## src/scg_defs.vh

```
// Overview of operation
// Report cipher rounds bit 25, carry-less bit 1
// Eight save/restore facility instructions decoded
// Enable write, supervisor ops need privilege 0
// Supervisor enable register at index DA0H
// All bitmaps 64 bits, bit per component
// Components 0 to 7 assigned to vector/bounds
// Components 8,9,11,12,13,15,16 assigned
// Bits 10,14,62:17 reserved; 63 no component
// Instruction mask is high:low operand concatenation
// User components 7:0,9; others supervisor
// Clear user enable excludes component always
// Supervisor ops honour supervisor enables only; the code masks supervisor ops with user and supervisor enables together
// Disabled enable-dependent component blocks writes
// Not fully enabled feature raises invalid opcode
// OS enable clear treats user enables clear
// Save-managed only components always usable
// Enable write loads low and high halves
// Enable bit 0 fixed one; clearing faults
// Upper vector without SIMD faults
// Effective set computed in one cycle
`ifndef SCG_DEFS_VH
`define SCG_DEFS_VH
`define SCG_SUP_ENABLE_INDEX   32'h00000DA0
`define SCG_CIPHER_FLAG_BIT    25
`define SCG_CLMUL_FLAG_BIT     1
`define SCG_OS_ENABLE_BIT      18
`define SCG_USER_COMP_MASK     64'h000000000000_02FF
`define SCG_SUP_COMP_MASK      64'h000000000001_B900
`define SCG_ENABLE_DEP_MASK    64'h00000000000000FC
`define SCG_USER_ENABLE_RESET  64'h0000000000000001
`define SCG_SUP_ENABLE_RESET   64'h0000000000000000
`define SCG_OP_READ_EXT        4'h0
`define SCG_OP_WRITE_EXT       4'h1
`define SCG_OP_SAVE            4'h2
`define SCG_OP_SAVE_OPT        4'h3
`define SCG_OP_SAVE_CMP        4'h4
`define SCG_OP_SAVE_SUP        4'h5
`define SCG_OP_RESTORE         4'h6
`define SCG_OP_RESTORE_SUP     4'h7
`define SCG_OP_MSR_READ        4'h8
`define SCG_OP_MSR_WRITE       4'h9
`endif

```

## src/scg_feature_check.v

```verilog
`timescale 1ns/1ns
`default_nettype none
`include "scg_defs.vh"
module scg_feature_check #(
  parameter W = 64
) (
  input  wire [W-1:0] user_en_i,   // User-component enables
  input  wire         os_en_i,     // OS save-feature enable
  input  wire [W-1:0] need_i,      // Components a feature needs
  output wire [W-1:0] eff_en_o,    // Enables as seen by features
  output wire         fault_o      // Feature not fully enabled
);
  wire [W-1:0] dep;
  assign dep = need_i & `SCG_ENABLE_DEP_MASK;
  assign eff_en_o = os_en_i ? user_en_i : {W{1'b0}};
  assign fault_o = (dep & ~eff_en_o) != {W{1'b0}};
endmodule
`default_nettype wire

```

## src/scg_gating.v

```verilog
`timescale 1ns/1ns
`default_nettype none
`include "scg_defs.vh"
module scg_gating #(
  parameter W = 64
) (
  input  wire         REF_CLK_I,     // Core clock
  input  wire         SYS_RST_I,     // Async reset, high
  input  wire         OP_VALID_I,    // Instruction valid
  input  wire [3:0]   OP_CODE_I,     // Instruction kind
  input  wire [1:0]   PRIV_LEVEL_I,  // Current privilege level
  input  wire         OS_ENABLE_I,   // OS save-feature enable
  input  wire [31:0]  LOW_OPERAND_I, // Low operand register
  input  wire [31:0]  HIGH_OPERAND_I,// High operand register
  input  wire [31:0]  SELECTOR_I,    // Selector / MSR index
  input  wire [W-1:0] FEAT_NEED_I,   // Components a feature uses
  input  wire         FEAT_VALID_I,  // Feature instruction valid
  output reg          DONE_O,        // Instruction completed, pulse
  output reg  [W-1:0] EFF_SET_O,     // Effective component set
  output reg  [31:0]  RD_LOW_O,      // Read data low half
  output reg  [31:0]  RD_HIGH_O,     // Read data high half
  output reg          GP_FAULT_O,    // General-protection fault pulse
  output reg          UD_FAULT_O,    // Invalid-opcode fault pulse
  output reg          FEAT_FAULT_O,  // Feature invalid-opcode pulse
  output reg  [W-1:0] MODIFY_OK_O,   // Component registers writable
  output reg  [31:0]  FEAT_FLAGS_O   // Leaf-1 feature flags
);
  reg  [W-1:0] user_en_reg;
  reg  [W-1:0] user_en_next;
  reg  [W-1:0] sup_en_reg;
  reg  [W-1:0] sup_en_next;
  reg          done_next;
  reg  [W-1:0] eff_next;
  reg  [31:0]  rd_low_next;
  reg  [31:0]  rd_high_next;
  reg          gp_next;
  reg          ud_next;
  wire [W-1:0] mask;
  wire [W-1:0] feat_en;
  wire         feat_fault;

  assign mask = {HIGH_OPERAND_I, LOW_OPERAND_I};

  scg_feature_check #(.W(W)) u_check (
    .user_en_i (user_en_reg),
    .os_en_i   (OS_ENABLE_I),
    .need_i    (FEAT_NEED_I),
    .eff_en_o  (feat_en),
    .fault_o   (feat_fault)
  );

  // Only kinds that may run below privilege 0.
  function open_priv;
    input [3:0] op;
    begin
      open_priv = (op == `SCG_OP_READ_EXT) || (op == `SCG_OP_SAVE) ||
                  (op == `SCG_OP_SAVE_OPT) || (op == `SCG_OP_SAVE_CMP) ||
                  (op == `SCG_OP_RESTORE);
    end
  endfunction

  always @* begin
    user_en_next = user_en_reg;
    sup_en_next  = sup_en_reg;
    done_next    = 1'b0;
    eff_next     = {W{1'b0}};
    rd_low_next  = 32'h00000000;
    rd_high_next = 32'h00000000;
    gp_next      = 1'b0;
    ud_next      = 1'b0;
    if (OP_VALID_I) begin
      if (!OS_ENABLE_I && OP_CODE_I <= `SCG_OP_RESTORE_SUP) begin
        ud_next = 1'b1;
      end else if (!open_priv(OP_CODE_I) && OP_CODE_I <= `SCG_OP_MSR_WRITE &&
                   PRIV_LEVEL_I != 2'h0) begin
        gp_next = 1'b1;
      end else begin
        case (OP_CODE_I)
          `SCG_OP_READ_EXT: begin
            if (SELECTOR_I != 32'h00000000) begin
              gp_next = 1'b1;
            end else begin
              rd_low_next  = user_en_reg[31:0];
              rd_high_next = user_en_reg[63:32];
              done_next    = 1'b1;
            end
          end
          `SCG_OP_WRITE_EXT: begin
            if (SELECTOR_I != 32'h00000000 || !LOW_OPERAND_I[0] ||
                LOW_OPERAND_I[2:1] == 2'h2 ||
                (mask & ~`SCG_USER_COMP_MASK) != {W{1'b0}}) begin
              gp_next = 1'b1;
            end else begin
              user_en_next = mask;
              done_next    = 1'b1;
            end
          end
          `SCG_OP_SAVE, `SCG_OP_SAVE_OPT, `SCG_OP_SAVE_CMP, `SCG_OP_RESTORE: begin
            eff_next  = mask & user_en_reg & `SCG_USER_COMP_MASK;
            done_next = 1'b1;
          end
          `SCG_OP_SAVE_SUP, `SCG_OP_RESTORE_SUP: begin
            eff_next  = mask & (user_en_reg | sup_en_reg);
            done_next = 1'b1;
          end
          `SCG_OP_MSR_READ, `SCG_OP_MSR_WRITE: begin
            if (SELECTOR_I != `SCG_SUP_ENABLE_INDEX) begin
              gp_next = 1'b1;
            end else if (OP_CODE_I == `SCG_OP_MSR_READ) begin
              rd_low_next  = sup_en_reg[31:0];
              rd_high_next = sup_en_reg[63:32];
              done_next    = 1'b1;
            end else if ((mask & ~`SCG_SUP_COMP_MASK) != {W{1'b0}}) begin
              gp_next = 1'b1;
            end else begin
              sup_en_next = mask;
              done_next   = 1'b1;
            end
          end
          default: begin
            ud_next = 1'b1;
          end
        endcase
      end
    end
  end

  always @(posedge REF_CLK_I or posedge SYS_RST_I) begin
    if (SYS_RST_I) begin
      user_en_reg  <= `SCG_USER_ENABLE_RESET;
      sup_en_reg   <= `SCG_SUP_ENABLE_RESET;
      DONE_O       <= 1'b0;
      EFF_SET_O    <= {W{1'b0}};
      RD_LOW_O     <= 32'h00000000;
      RD_HIGH_O    <= 32'h00000000;
      GP_FAULT_O   <= 1'b0;
      UD_FAULT_O   <= 1'b0;
      FEAT_FAULT_O <= 1'b0;
      MODIFY_OK_O  <= ~`SCG_ENABLE_DEP_MASK;
      FEAT_FLAGS_O <= 32'h00000000;
    end else begin
      user_en_reg  <= user_en_next;
      sup_en_reg   <= sup_en_next;
      DONE_O       <= done_next;
      EFF_SET_O    <= eff_next;
      RD_LOW_O     <= rd_low_next;
      RD_HIGH_O    <= rd_high_next;
      GP_FAULT_O   <= gp_next;
      UD_FAULT_O   <= ud_next;
      FEAT_FAULT_O <= FEAT_VALID_I & feat_fault;
      // Disabled enable-dependent components are frozen, not cleared.
      MODIFY_OK_O  <= feat_en | ~`SCG_ENABLE_DEP_MASK;
      FEAT_FLAGS_O <= (32'h00000001 << `SCG_CIPHER_FLAG_BIT) |
                      (32'h00000001 << `SCG_CLMUL_FLAG_BIT);
    end
  end
endmodule
`default_nettype wire

```

## config.mk

```make
export PLATFORM = sky130hd
export DESIGN_NAME = scg_gating
export DESIGN_NICKNAME = d
export VERILOG_FILES = /design/src/scg_feature_check.v /design/src/scg_gating.v
export VERILOG_INCLUDE_DIRS = /design/src
export SDC_FILE = /design/constraint.sdc
export NUM_CORES = 1
export LEC_CHECK = 0
export BUFFER_PORTS_ARGS = -buffer_cell sky130_fd_sc_hd__buf_2
export CAP_MARGIN = 40
export CORE_UTILIZATION = 38
export DETAILED_ROUTE_END_ITERATION = 16
export GPL_TIMING_DRIVEN = 0
export PLACE_DENSITY_LB_ADDON = 0.05
export REMOVE_ABC_BUFFERS = 1
export SLEW_MARGIN = 15
export SYNTH_ARGS = -nofsm -noshare
export SYNTH_HDL_FRONTEND = slang
export SYNTH_SLANG_ARGS = --single-unit
```

## constraint.sdc

```tcl
create_clock -name REF_CLK_I -period 9.65 [get_ports REF_CLK_I]
set_input_delay 0.4825 -clock REF_CLK_I [delete_from_list [all_inputs] [get_ports REF_CLK_I]]
set_output_delay 0.4825 -clock REF_CLK_I [all_outputs]
set_load 0.1 [all_outputs]
```

==> results.md <==
* Pre-CTS setup slack at 6004 ps
* Req. time, crit path at 10070 ps
* H-tree Lvls at 1
* Skew final at 9.087 ps
* Post-DR wirelength/cell at 16.95 µm
* GR Overflow Total at 0
* Clk root buf: clkbuf_16
* CTS clock-pin slew for the worst setup and hold paths at 60 ps
* Reg2Reg Launch Point: user_en_reg[2]
* RSZ-0062 raised after global routing: no
* Initial antenna violation count at 2
* Yosys Warn Count at 0
* Gr usage total at 0.1813
* Hold Fails Final Rpt at 0
* Post-DRT Antenna Nets at 0
* First DRT Iteration DRCs at 391
* Reg2Reg Setup Slack at 8690 ps
* Worst Tran Pin Value at 669.1 ps
* Leakage at 6.693 nW
* Clock Latency Late Sink at 530 ps
* Port Buf Inserts at 252
* Inst Count DP at 1454
* Post-route minimum period at 3042 ps
* Crit. End Element: flop
* Synth top area share at 0.6382
* CTS Buf Count at 29
* WP data arrival at 3460 ps
* WL final at 25570 µm
* Syn Inst Count at 880
* Layout area overhead at 23.20%
* Hold Path Class: in2reg
* Highest cell delay on the worst timing path at 630 ps
* Chip width at 167.7 µm
* Routability cong. at 0.7721
* Layout cell share with drive strength beyond 1 at 0.3036
* Top Family by Delay on Critical Path: simple AND/OR/NAND/NOR gates
* Biggest area consumer among synthesized cells: dfrtp_1
* Die Ht at 167.7 µm
* CP Cell Sequence: buf_2 > nor4_1 > nand4_1 > nor4_4 > nand4_4 > buf_12 > mux2_4
* Most numerous cell in the Yosys netlist: dfrtp_1
* Clk sinks at 267
* Design Area, Final at 12850 µm²
* Setup CP Type: in2reg
* Worst Path Buf+Inv at 2
* CTS tree: yes
* Final core occ at 0.4768
* Layout Cells excl Fill at 1509
* Clock buffer depth at 3
* Worst hold path startpoint: FEAT_VALID_I
* Remaining DRCs at 0
* Rel. slew slack at 0.5506
* EDFF count, synth at 0
* CP Launch Type: input pin
* Initial Util at 0.3870
* Period Utilization, post-route at 0.3152
* Vias at 7087
* Largest net degree at the start of global routing at 81
* CP Depth at 7
* Post-Syn Area per Cell at 11.85 µm²
* Max_cap viols at 0
* Vias in the first global route at 6952
* Max-slew violations at 0
* Hold Path End: FEAT_FAULT_O
* R2r worst-path depth at 3
* Final setup viols at 0
* Status: finished clean
* Seq/Total Area, Yosys at 0.6407
* VDD IR max at 0.0001119 V
* Dpl hpwl at 17120 µm
* Post-synth top flop: dfrtp_1
* Die area at 28110 µm²
* Reg2Reg Capture Point: FEAT_FAULT_O
* Power per cell area at 190.3 nW/µm²
* Top post-synthesis cells by area: dfrtp_1, and2_1, buf_4
* Fmax at 0.3287 GHz
* Site Rows at 60
* Final worst slack at 6608 ps
* Core Region at 26950 µm²
* Layout fillers at 2499
* # nets final at 1316
* Post-synth cell types at 43
* Pre-Repair DR Iteration Count at 6
* First-pass GRT wire length at 39830 µm
* Top Ports at 399
* Vias per Instance at 4.696
* Post-DP Area at 11890 µm²
* Post-CTS Setup Inserts at 0
* Largest fanout on the critical path at 35
* Ys async rst share at 1.000
* Post-Syn Area at 10430 µm²
* Synth Register Bits at 267
* Most frequent cells after synthesis: dfrtp_1, nor2_1, and2_1, buf_4, a22oi_1
* CP max stage cell: nand4_4
* WHS Path Cells at 3
through the flow:
| step | setup TNS (ps) | hold slack (ps) | power (W) |
|---|---|---|---|
| 2_1_floorplan | 0 | 471.1 | 0.001329 |
| 3_5_place_dp | 0 | 488.9 | 0.001380 |
| 5_1_grt | 0 | 150.1 | 0.002535 |
| 6_report | 0 | 161.4 | 0.002445 |
| 4_1_cts | 0 | 133.6 | 0.002482 |
| 3_3_place_gp | -528260 | 487.2 | 0.001375 |
cell type report:
cell class / count / area, µm² / share of cell area
Antenna cell: 2 / 5.005 / 0.0003895
Clock buffer: 44 / 852.1 / 0.06631
Clock inverter: 8 / 93.84 / 0.007303
Inverter: 10 / 45.04 / 0.003505
Multi-Input combinational cell: 560 / 3167 / 0.2464
Sequential cell: 267 / 6683 / 0.5201
Tap cell: 341 / 426.7 / 0.03320
Timing Repair Buffer: 277 / 1578 / 0.1228
worst min-delay path: cells and delay by family:
kind            cells  cell delay [ps]
buf+inv             2              130
compound gates      1               30
power by group:
group / total (W) / internal (W) / switching [W]
logic: 0.000237 / 0.0000279 / 0.000209
clock network: 0.00109 / 0.000658 / 0.000429
registers: 0.00112 / 0.00112 / 0.000000316
logic make-up after synthesis:
group | synth area share
other | 0.0007200
flip-flops | 0.6407
multiplexers | 0.01763
AO/OA/AOI/OAI | 0.08601
buffers and inverters | 0.08901
AND/OR/NAND/NOR | 0.1659
metal layers:
metal	vias to the layer above	wire length, µm	track usage
met5	-	0	0
met4	0	466	0.04866
met2	273	11950	0.2862
met3	35	1613	0.03663
met1	3464	11540	0.2543
li1	3315	-	-
worst max path at each step:
stage | from | end
3_3_place_gp | SELECTOR_I[20] | GP_FAULT_O
2_1_floorplan | SYS_RST_I | DONE_O
4_1_cts | LOW_OPERAND_I[10] | user_en_reg[1]
6_report | LOW_OPERAND_I[10] | user_en_reg[1]
3_5_place_dp | LOW_OPERAND_I[10] | user_en_reg[1]
5_1_grt | HIGH_OPERAND_I[7] | user_en_reg[1]
repair_timing:
action	4_1_cts	5_1_grt
hold endpoints to repair	54	0
resized for setup	0	0
hold buffers	1	0
setup endpoints to repair	0	0
cell usage in the layout (no fill, tap or decap), types with 2 or more instances in the layout:
master | synthesis | final
inv_1 | 10 | 9
nor2_1 | 124 | 124
a22oi_1 | 67 | 67
and2_2 | 5 | 5
nand3_1 | 4 | 4
nor4b_1 | 2 | 2
dfrtp_1 | 266 | 266
mux2_4 | 4 | 4
conb_1 | 2 | 89
a21oi_1 | 10 | 10
bufinv_16 | 0 | 2
and3_1 | 2 | 2
nor4_2 | 6 | 7
diode_2 | 0 | 2
nor4_1 | 16 | 15
nor4_4 | 2 | 2
buf_6 | 8 | 5
and2_1 | 108 | 108
clkinv_2 | 0 | 5
clkbuf_8 | 0 | 7
mux2_1 | 2 | 2
buf_2 | 7 | 256
o21ai_0 | 57 | 57
nor3b_1 | 9 | 9
clkbuf_16 | 0 | 29
clkbuf_1 | 26 | 8
buf_12 | 0 | 4
nor3_1 | 9 | 9
buf_4 | 89 | 7
buf_16 | 0 | 3
mux2_2 | 9 | 9
nand4_1 | 3 | 3
or3_1 | 2 | 2
nand2_1 | 14 | 13
Note: power is estimated with default switching activity, not from simulation.
